<file path="src/design/opc_pkg.sv">
/*
 Constants for the programming control and status block of a one-time-programmable memory controller.
 Assumes a 32-bit register port addressed with full system byte addresses.
*/
package opc_pkg;
	localparam logic [31:0] OPC_PCTRL_ADDR = 32'h07F40004;
	localparam logic [31:0] OPC_STAT_ADDR = 32'h07F40008;
	localparam logic [31:0] OPC_PCTRL_RESET = 32'h00000000;
	// Program control fields
	localparam int OPC_START_BIT = 15;
	localparam int OPC_RETRY_BIT = 14;
	localparam int OPC_WIDX_MSB = 12;
	localparam int OPC_WIDX_W = 13;
	// Status fields
	localparam int OPC_NWORDS_LSB = 16;
	localparam int OPC_NWORDS_W = 14;
	localparam int OPC_FWORDS_LSB = 8;
	localparam int OPC_FWORDS_W = 4;
	localparam int OPC_RERR_BIT = 7;
	localparam int OPC_AIDLE_BIT = 6;
	localparam int OPC_TERR_BIT = 5;
	localparam int OPC_TIDLE_BIT = 4;
	localparam int OPC_PIDLE_BIT = 0;
	localparam logic OPC_AIDLE_RESET = 1'b1;
	localparam logic OPC_TIDLE_RESET = 1'b1;
	localparam logic OPC_PIDLE_RESET = 1'b1;
	localparam int OPC_DATA_W = 64;
	localparam int OPC_MODE_W = 3;
	typedef enum logic [2:0]
	{
		OPC_STANDBY_MODE = 3'h0,
		OPC_MANUAL_READ_MODE = 3'h1,
		OPC_MANUAL_PROGRAM_MODE = 3'h2,
		OPC_AUTO_READ_MODE = 3'h3,
		OPC_AUTO_PROGRAM_MODE = 3'h4,
		OPC_BLANK_CHECK_TEST = 3'h5,
		OPC_DECODER_TEST = 3'h6,
		OPC_WRITE_TEST = 3'h7
	} opc_mode_t;
	typedef enum logic [1:0]
	{
		OPC_ST_IDLE = 2'h1,
		OPC_ST_PROG = 2'h2
	} opc_state_t;
endpackage : opc_pkg

</file>
<file path="src/design/opc_program_control_status.sv">
/*
 Programming control and status registers of a one-time-programmable memory controller.
 Assumes the mode register, data words, FIFO and array sit outside; all inputs are synchronous to i_clk_sys.
*/
module opc_program_control_status
	import opc_pkg::*;
#(
	parameter int DATA_W = OPC_DATA_W,
	parameter int WIDX_W = OPC_WIDX_W
)
(
	input wire logic i_clk_sys,
	input wire logic i_reset_n,
	input wire logic i_reg_wr,
	input wire logic i_reg_rd,
	input wire logic [31:0] i_reg_addr,
	input wire logic [31:0] i_reg_wdata,
	output logic [31:0] o_reg_rdata,
	input wire logic [OPC_MODE_W-1:0] i_operating_mode_select,
	input wire logic [DATA_W-1:0] i_program_data_words,
	input wire logic [OPC_NWORDS_W-1:0] i_remaining_word_count,
	input wire logic [OPC_FWORDS_W-1:0] i_fifo_fill_count,
	input wire logic i_read_double_error,
	input wire logic i_auto_busy,
	input wire logic i_test_busy,
	input wire logic i_test_failed,
	input wire logic i_prog_done,
	input wire logic [DATA_W-1:0] i_prog_failed_bits,
	output logic o_prog_req,
	output logic [WIDX_W-1:0] o_prog_word_index,
	output logic [DATA_W-1:0] o_prog_bits,
	output logic o_program_idle
);
	typedef struct packed
	{
		opc_state_t state;
		logic program_retry_select;
		logic [WIDX_W-1:0] program_word_index;
		logic [DATA_W-1:0] failed_bits;
		logic read_double_error_flag;
		logic test_failure_flag;
		logic test_busy_seen;
		logic prog_req;
		logic [WIDX_W-1:0] prog_word_index;
		logic [DATA_W-1:0] prog_bits;
		logic [31:0] rdata;
	} opc_regs_t;

	opc_regs_t r_q;
	opc_regs_t r_d;
	opc_mode_t mode;
	logic wr_ctrl;
	logic wr_stat;
	logic start_ok;
	logic auto_idle;
	logic test_idle;
	logic [31:0] ctrl_view;
	logic [31:0] stat_view;

	assign mode = opc_mode_t'(i_operating_mode_select);
	assign wr_ctrl = i_reg_wr && (i_reg_addr == OPC_PCTRL_ADDR);
	assign wr_stat = i_reg_wr && (i_reg_addr == OPC_STAT_ADDR);
	// Start ignored while a word is still in flight, so the array sees one request per attempt
	assign start_ok = wr_ctrl && i_reg_wdata[OPC_START_BIT] && (mode == OPC_MANUAL_PROGRAM_MODE)
		&& (r_q.state == OPC_ST_IDLE);
	assign auto_idle = !(i_auto_busy && ((mode == OPC_AUTO_READ_MODE) || (mode == OPC_AUTO_PROGRAM_MODE)));
	assign test_idle = !(i_test_busy && ((mode == OPC_BLANK_CHECK_TEST) || (mode == OPC_DECODER_TEST)
		|| (mode == OPC_WRITE_TEST)));

	always_comb
	begin
		ctrl_view = 32'h00000000;
		ctrl_view[OPC_RETRY_BIT] = r_q.program_retry_select;
		ctrl_view[OPC_WIDX_MSB:0] = r_q.program_word_index;
		stat_view = 32'h00000000;
		stat_view[OPC_NWORDS_LSB +: OPC_NWORDS_W] = i_remaining_word_count;
		stat_view[OPC_FWORDS_LSB +: OPC_FWORDS_W] = i_fifo_fill_count;
		stat_view[OPC_RERR_BIT] = r_q.read_double_error_flag;
		stat_view[OPC_AIDLE_BIT] = auto_idle;
		stat_view[OPC_TERR_BIT] = r_q.test_failure_flag;
		stat_view[OPC_TIDLE_BIT] = test_idle;
		stat_view[OPC_PIDLE_BIT] = (r_q.state == OPC_ST_IDLE);
	end

	always_comb
	begin
		r_d = r_q;
		r_d.prog_req = 1'b0;
		if (wr_ctrl)
		begin
			r_d.program_retry_select = i_reg_wdata[OPC_RETRY_BIT];
			r_d.program_word_index = i_reg_wdata[OPC_WIDX_MSB:0];
		end
		case (r_q.state)
			OPC_ST_IDLE:
			begin
				if (start_ok)
				begin
					r_d.state = OPC_ST_PROG;
					r_d.prog_req = 1'b1;
					r_d.prog_word_index = i_reg_wdata[OPC_WIDX_MSB:0];
					// Retry relies on software having made an earlier attempt
					if (i_reg_wdata[OPC_RETRY_BIT])
						r_d.prog_bits = i_program_data_words & r_q.failed_bits;
					else
						r_d.prog_bits = i_program_data_words;
				end
			end
			OPC_ST_PROG:
			begin
				if (i_prog_done)
				begin
					r_d.state = OPC_ST_IDLE;
					r_d.failed_bits = i_prog_failed_bits;
				end
			end
			default:
				r_d.state = OPC_ST_IDLE;
		endcase
		// Set beats a same-cycle clear
		if (wr_stat && i_reg_wdata[OPC_RERR_BIT])
			r_d.read_double_error_flag = 1'b0;
		if (i_read_double_error && ((mode == OPC_MANUAL_READ_MODE) || (mode == OPC_AUTO_READ_MODE)))
			r_d.read_double_error_flag = 1'b1;
		r_d.test_busy_seen = !test_idle;
		if (r_q.test_busy_seen && test_idle)
			r_d.test_failure_flag = i_test_failed;
		if (i_reg_rd)
		begin
			if (i_reg_addr == OPC_PCTRL_ADDR)
				r_d.rdata = ctrl_view;
			else if (i_reg_addr == OPC_STAT_ADDR)
				r_d.rdata = stat_view;
			else
				r_d.rdata = 32'h00000000;
		end
	end

	always_ff @(posedge i_clk_sys)
	begin
		if (!i_reset_n)
		begin
			r_q <= '0;
			r_q.state <= OPC_ST_IDLE;
		end
		else
			r_q <= r_d;
	end

	assign o_reg_rdata = r_q.rdata;
	assign o_prog_req = r_q.prog_req;
	assign o_prog_word_index = r_q.prog_word_index;
	assign o_prog_bits = r_q.prog_bits;
	// Idle is the one-hot bit 0 of the state, so the pin comes straight from a flop
	assign o_program_idle = r_q.state[0];

	// Checks
	a_start_launch: assert property (@(posedge i_clk_sys) disable iff (!i_reset_n)
		start_ok |=> o_prog_req && !o_program_idle)
		else $error("start did not launch programming");
	a_start_blocked: assert property (@(posedge i_clk_sys) disable iff (!i_reset_n)
		(i_reg_wr && mode != OPC_MANUAL_PROGRAM_MODE && o_program_idle) |=> !o_prog_req)
		else $error("start launched outside manual program");
	a_first_bits: assert property (@(posedge i_clk_sys) disable iff (!i_reset_n)
		(start_ok && !i_reg_wdata[OPC_RETRY_BIT]) |=> o_prog_bits == $past(i_program_data_words))
		else $error("first try bits wrong");
	// Retry mask is the array's last report, never the data itself
	a_retry_bits: assert property (@(posedge i_clk_sys) disable iff (!i_reset_n)
		(start_ok && i_reg_wdata[OPC_RETRY_BIT])
		|=> o_prog_bits == ($past(i_program_data_words) & $past(r_q.failed_bits)))
		else $error("retry bits wrong");
	a_fail_record: assert property (@(posedge i_clk_sys) disable iff (!i_reset_n)
		(i_prog_done && !o_program_idle)
		|=> r_q.failed_bits == $past(i_prog_failed_bits))
		else $error("failed bits not recorded");
	a_index_out: assert property (@(posedge i_clk_sys) disable iff (!i_reset_n)
		start_ok |=> o_prog_word_index == $past(i_reg_wdata[OPC_WIDX_MSB:0]))
		else $error("word index wrong");
	a_rerr_set: assert property (@(posedge i_clk_sys) disable iff (!i_reset_n)
		(i_read_double_error && mode == OPC_AUTO_READ_MODE) |=> r_q.read_double_error_flag)
		else $error("read error not flagged");
	a_rerr_hold: assert property (@(posedge i_clk_sys) disable iff (!i_reset_n)
		(r_q.read_double_error_flag && !(wr_stat && i_reg_wdata[OPC_RERR_BIT])) |=> r_q.read_double_error_flag)
		else $error("read error cleared without write one");
	a_auto_idle: assert property (@(posedge i_clk_sys) disable iff (!i_reset_n)
		(i_reg_rd && i_reg_addr == OPC_STAT_ADDR && i_auto_busy && mode == OPC_AUTO_PROGRAM_MODE)
		|=> !o_reg_rdata[OPC_AIDLE_BIT])
		else $error("auto idle not low");
	a_prog_idle: assert property (@(posedge i_clk_sys) disable iff (!i_reset_n)
		(!o_program_idle && !i_prog_done) |=> !o_program_idle)
		else $error("program idle rose early");
	a_ctrl_start_rd: assert property (@(posedge i_clk_sys) disable iff (!i_reset_n)
		(i_reg_rd && i_reg_addr == OPC_PCTRL_ADDR) |=> !o_reg_rdata[OPC_START_BIT] && o_reg_rdata[31:16] == 16'h0000)
		else $error("start bit read back set");

	// Launch, busy and idle handshake with the array
	a_req_pulse: assert property (@(posedge i_clk_sys) disable iff (!i_reset_n)
		o_prog_req
		|=> !o_prog_req)
		else $error("program request longer than one cycle");
	a_busy_no_start: assert property (@(posedge i_clk_sys) disable iff (!i_reset_n)
		!o_program_idle
		|=> !o_prog_req)
		else $error("request issued while programming");
	a_req_needs_mode: assert property (@(posedge i_clk_sys) disable iff (!i_reset_n)
		o_prog_req
		|-> $past(i_operating_mode_select) == OPC_MANUAL_PROGRAM_MODE)
		else $error("request issued outside manual program");
	a_idle_return: assert property (@(posedge i_clk_sys) disable iff (!i_reset_n)
		(i_prog_done && !o_program_idle)
		|=> o_program_idle)
		else $error("program idle did not return after done");

	// Bits and index held for the array
	// Array may sample them at any cycle up to done
	a_bits_stable: assert property (@(posedge i_clk_sys) disable iff (!i_reset_n)
		(!o_program_idle && !o_prog_req)
		|-> $stable(o_prog_bits))
		else $error("program bits changed mid operation");
	a_index_stable: assert property (@(posedge i_clk_sys) disable iff (!i_reset_n)
		(!o_program_idle && !o_prog_req)
		|-> $stable(o_prog_word_index))
		else $error("word index changed mid operation");
	a_ctrl_store: assert property (@(posedge i_clk_sys) disable iff (!i_reset_n)
		wr_ctrl
		|=> r_q.program_word_index == $past(i_reg_wdata[OPC_WIDX_MSB:0])
			&& r_q.program_retry_select == $past(i_reg_wdata[OPC_RETRY_BIT]))
		else $error("control fields not stored");

	// Read error flag
	a_rerr_manual: assert property (@(posedge i_clk_sys) disable iff (!i_reset_n)
		(i_read_double_error && mode == OPC_MANUAL_READ_MODE)
		|=> r_q.read_double_error_flag)
		else $error("manual read error not flagged");
	a_rerr_quiet: assert property (@(posedge i_clk_sys) disable iff (!i_reset_n)
		(!r_q.read_double_error_flag && !i_read_double_error)
		|=> !r_q.read_double_error_flag)
		else $error("read error flag rose without a double error");
	a_rerr_clear: assert property (@(posedge i_clk_sys) disable iff (!i_reset_n)
		(wr_stat && i_reg_wdata[OPC_RERR_BIT] && !i_read_double_error)
		|=> !r_q.read_double_error_flag)
		else $error("write of one did not clear read error");

	// Status view
	a_stat_counts: assert property (@(posedge i_clk_sys) disable iff (!i_reset_n)
		(i_reg_rd && i_reg_addr == OPC_STAT_ADDR)
		|=> o_reg_rdata[OPC_NWORDS_LSB +: OPC_NWORDS_W] == $past(i_remaining_word_count)
			&& o_reg_rdata[OPC_FWORDS_LSB +: OPC_FWORDS_W] == $past(i_fifo_fill_count))
		else $error("status counts wrong");
	a_stat_reserved: assert property (@(posedge i_clk_sys) disable iff (!i_reset_n)
		(i_reg_rd && i_reg_addr == OPC_STAT_ADDR)
		|=> o_reg_rdata[31:30] == 2'h0 && o_reg_rdata[15:12] == 4'h0 && o_reg_rdata[3:1] == 3'h0)
		else $error("status reserved bits set");
	a_auto_idle_high: assert property (@(posedge i_clk_sys) disable iff (!i_reset_n)
		(i_reg_rd && i_reg_addr == OPC_STAT_ADDR && !i_auto_busy)
		|=> o_reg_rdata[OPC_AIDLE_BIT])
		else $error("auto idle low while not busy");
	a_test_idle: assert property (@(posedge i_clk_sys) disable iff (!i_reset_n)
		(i_reg_rd && i_reg_addr == OPC_STAT_ADDR && i_test_busy && mode == OPC_DECODER_TEST)
		|=> !o_reg_rdata[OPC_TIDLE_BIT])
		else $error("test idle high while test runs");
	a_test_idle_high: assert property (@(posedge i_clk_sys) disable iff (!i_reset_n)
		(i_reg_rd && i_reg_addr == OPC_STAT_ADDR && !i_test_busy)
		|=> o_reg_rdata[OPC_TIDLE_BIT])
		else $error("test idle low with no test");
	a_prog_idle_stat: assert property (@(posedge i_clk_sys) disable iff (!i_reset_n)
		(i_reg_rd && i_reg_addr == OPC_STAT_ADDR)
		|=> o_reg_rdata[OPC_PIDLE_BIT] == $past(o_program_idle))
		else $error("status program idle disagrees with pin");

	// Test result, meaningful only once the sequence has ended
	a_test_result: assert property (@(posedge i_clk_sys) disable iff (!i_reset_n)
		(!test_idle ##1 test_idle)
		|=> r_q.test_failure_flag == $past(i_test_failed))
		else $error("test failure flag not loaded");

	// Scenarios worth reaching
	c_first_try: cover property (@(posedge i_clk_sys) disable iff (!i_reset_n)
		start_ok ##[1:20] i_prog_done);
	c_retry: cover property (@(posedge i_clk_sys) disable iff (!i_reset_n)
		i_prog_done ##[1:20] (start_ok && i_reg_wdata[OPC_RETRY_BIT]));
	c_rerr_clear: cover property (@(posedge i_clk_sys) disable iff (!i_reset_n)
		r_q.read_double_error_flag ##1 !r_q.read_double_error_flag);
	c_test_fail: cover property (@(posedge i_clk_sys) disable iff (!i_reset_n)
		r_q.test_busy_seen && test_idle && i_test_failed);
	c_auto_busy_read: cover property (@(posedge i_clk_sys) disable iff (!i_reset_n)
		i_reg_rd && i_reg_addr == OPC_STAT_ADDR && !auto_idle);
endmodule : opc_program_control_status

</file>
<file path="config.mk">
export PLATFORM = sky130hd
export DESIGN_NAME = opc_program_control_status
export DESIGN_NICKNAME = d
export VERILOG_FILES = /design/src/design/opc_pkg.sv /design/src/design/opc_program_control_status.sv
export SDC_FILE = /design/constraint.sdc
export NUM_CORES = 1
export LEC_CHECK = 0
export ABC_AREA = 1
export BUFFER_PORTS_ARGS = -buffer_cell sky130_fd_sc_hd__clkbuf_2
export CAP_MARGIN = 20
export CORE_UTILIZATION = 45
export DETAILED_ROUTE_END_ITERATION = 10
export MAX_ROUTING_LAYER = met4
export PLACE_DENSITY_LB_ADDON = 0.12
export SYNTH_ARGS = -nofsm -noshare
export SYNTH_HDL_FRONTEND = slang
export SYNTH_SLANG_ARGS = --single-unit
</file>
<file path="constraint.sdc">
create_clock -name i_clk_sys -period 1.4 [get_ports i_clk_sys]
set_input_delay 0.28 -clock i_clk_sys [delete_from_list [all_inputs] [get_ports i_clk_sys]]
set_output_delay 0.28 -clock i_clk_sys [all_outputs]
set_load 0.02 [all_outputs]
</file>
==> impl_metrics.env <==
export IMPL_cts_max_level=4
export IMPL_syn_to_final_growth_pct=24.6
export IMPL_nNetsFinal=1601
export IMPL_hp_start="i_reg_wdata[4]"
export IMPL_die_height_um=141
export IMPL_clock_path_buffers=2
export IMPL_num_vias=7779
export IMPL_drtPass1Iterations=4
export IMPL_yosysSeqAreaShare_pct=43.5
export IMPL_critPathLaunch="r_q[192]"
export IMPL_synth_top_area_cell="dfxtp_1"
export IMPL_skew_ps=6.98
export IMPL_vias_per_cell=4.71
export IMPL_route_detailed_drc=0
export IMPL_gp_congestion=0.801
export IMPL_crit_arrival_ps=1760
export IMPL_grt_max_degree=67
export IMPL_cp_max_fo=36
export IMPL_finish_utilization_pct=57.6
export IMPL_synth_ff_type="dfxtp_1"
export IMPL_post_route_min_period_ps=1440
export IMPL_synthTopCellsByCount="nand2_1 (193), dfxtp_1 (189), nand3_1 (182), inv_1 (116), buf_4 (109)"
export IMPL_grt_pass1_vias=6990
export IMPL_clk_pin_slew_worst_paths_ps=70
export IMPL_cp_cell_sequence="inv_2 -> nand2_4 -> nor4_4 -> buf_4 -> nand3_4 -> buf_12 -> nand3_1 -> nand2_1"
export IMPL_synth_most_common_cell="nand2_1"
export IMPL_violations="setup timing"
export IMPL_core_area_um2=18800
export IMPL_grt_total_usage_pct=22.7
export IMPL_crit_path_end_kind="register"
export IMPL_post_drt_wl_per_cell_um=14.0
export IMPL_setup_ws_ps=-42.2
export IMPL_io_pin_count=333
export IMPL_fin_setup_tns_ps=-1490
export IMPL_vdd_drop_max_mv=0.834
export IMPL_worstSetupPathType="reg -> reg"
export IMPL_ys_ff_latch=189
export IMPL_power_density_nw_per_um2=1030
export IMPL_slowest_stage="dfxtp_2"
export IMPL_cap_violations=0
export IMPL_synth_warnings=0
export IMPL_synth_top_area_share_pct=43.5
export IMPL_avgSynthCellArea_um2=7.38
export IMPL_drive_above_1_share_pct=30.6
export IMPL_crit_required_ps=1720
export IMPL_syn_inst=1179
export IMPL_synth_area_leaders="dfxtp_1 (43%), nand3_1 (10%), buf_4 (9.4%)"
export IMPL_dieArea_um2=19900
export IMPL_p_leak_nw=5.19
export IMPL_rows=50
export IMPL_drt_wl_total_um=23100
export IMPL_async_flop_share_pct=0
export IMPL_cts_sinks=189
export IMPL_portBuffers=311
export IMPL_cp_slowest_stage_delay_ps=320
export IMPL_crit_family="simple AND/OR/NAND/NOR gates"
export IMPL_hold_viol=0
export IMPL_slew_viol_final=0
export IMPL_fmax_mhz=693
export IMPL_fin_crit_sh_pct=103
export IMPL_rsz0062_at_grt="true"
export IMPL_numCtsBuffers=17
export IMPL_ys_types=21
export IMPL_cts_tree="yes"
export IMPL_hold_class="in -> reg"
export IMPL_worstSetupStartpointType="register"
export IMPL_grt_pass1_wl_um=34600
export IMPL_start_util_pct=46.2
export IMPL_status="complete, but fails checks"
export IMPL_instances_no_fill=1651
export IMPL_finalPower_mw=11.1
export IMPL_insertion_delay_ps=430
export IMPL_r2r_start="r_q[192]"
export IMPL_dpl_cell_count=1609
export IMPL_synth_edf_count=0
export IMPL_grt_overflow=0
export IMPL_dp_slack_ps=-213
export IMPL_antenna_found_initial=1
export IMPL_ant_nets=0
export IMPL_netlist_area_um2=8700
export IMPL_drt_iter0_drc=328
export IMPL_setup_viol_count_final=61
export IMPL_place_hpwl_um=15400
export IMPL_path_buf_inv=3
export IMPL_fp_dieW_um=141
export IMPL_root_buffer="clkbuf_16"
repair_timing:
action / CTS / global route
gates cloned: 0 / 7
hold endpoints to repair: 0 / 0
resized for setup: 4 / 37
pin swaps: 1 / 2
hold buffers: 0 / 0
buffers inserted: 2 / 2
setup endpoints to repair: 79 / 107
final cells by class:
cell class	count	area (um2)
fillers	1818	7990
flip-flops and latches	189	3790
multi-input cells	688	3430
repair buffers	363	2250
clock buffers	19	464
inverters	120	455
well taps	260	325
clock inverters	11	130
diodes	1	2.50
metal layers:
metal	vias up	global-route usage [%]	routed length [um]
met1	3445	28.5	10600
met2	222	35.6	10700
li1	4090	-	-
met4	0	7.61	329
met3	22	5.74	1390
met5	-	-	0
cells in the final DEF, fill, tap and decap left out, drive strengths merged:
cell type,synthesis,layout
a21boi,64,64
a21oi,87,87
buf,130,49
bufinv,0,2
clkbuf,56,333
clkinv,0,3
clkinvlp,0,1
conb,1,4
dfxtp,189,189
diode,0,1
inv,120,125
nand2,193,193
nand3,184,185
nand4,3,3
nor2,80,80
nor4,1,1
o21ai,71,71
report_power, final:
group          internal, mW  leakage [nW]  total [mW]  switching (mW)
clock                  2.80         0.292        4.93            2.13
sequential             5.39          1.52        5.40          0.0107
combinational         0.377          3.37       0.814           0.437
path summary, 6_finish.rpt:
path	end	slack [ps]	cells after the start
hold / removal	ctrl_view[4]	90	3
setup / recovery	o_prog_bits[59]	-40	8
hold reg to reg	r_q[134]	440	2
setup reg to reg	o_prog_bits[59]	-40	8
stage by stage:
stage                     cell area [um2]  hold slack (ps)
final                               10800             86.9
after global routing                10800             88.4
after CTS                           10600             70.4
after detailed placement             9950              437
after global placement               9950              433
after floorplan                      8720              401
registers in the layout, indices dropped and copies added (netlist names):
register           count
o_prog_word_index     13
o_reg_rdata           28
ctrl_view             14
r_q                   68
o_prog_req             1
o_program_idle         1
o_prog_bits           64
tightest hold or removal path, stage by stage:
cell	delay, ps
clkbuf_2	90
nor2_1	40
nor2_1	60
logic make-up after synthesis:
group | Yosys count | share of synthesized area, %
and+or+nand+nor | 461 | 23.3
buffers and inverters | 306 | 18.6
AOI/OAI and AO/OA | 222 | 14.6
DFF | 189 | 43.5
other | 1 | 0.0431
No activity file was read; power rests on OpenSTA's default activity.
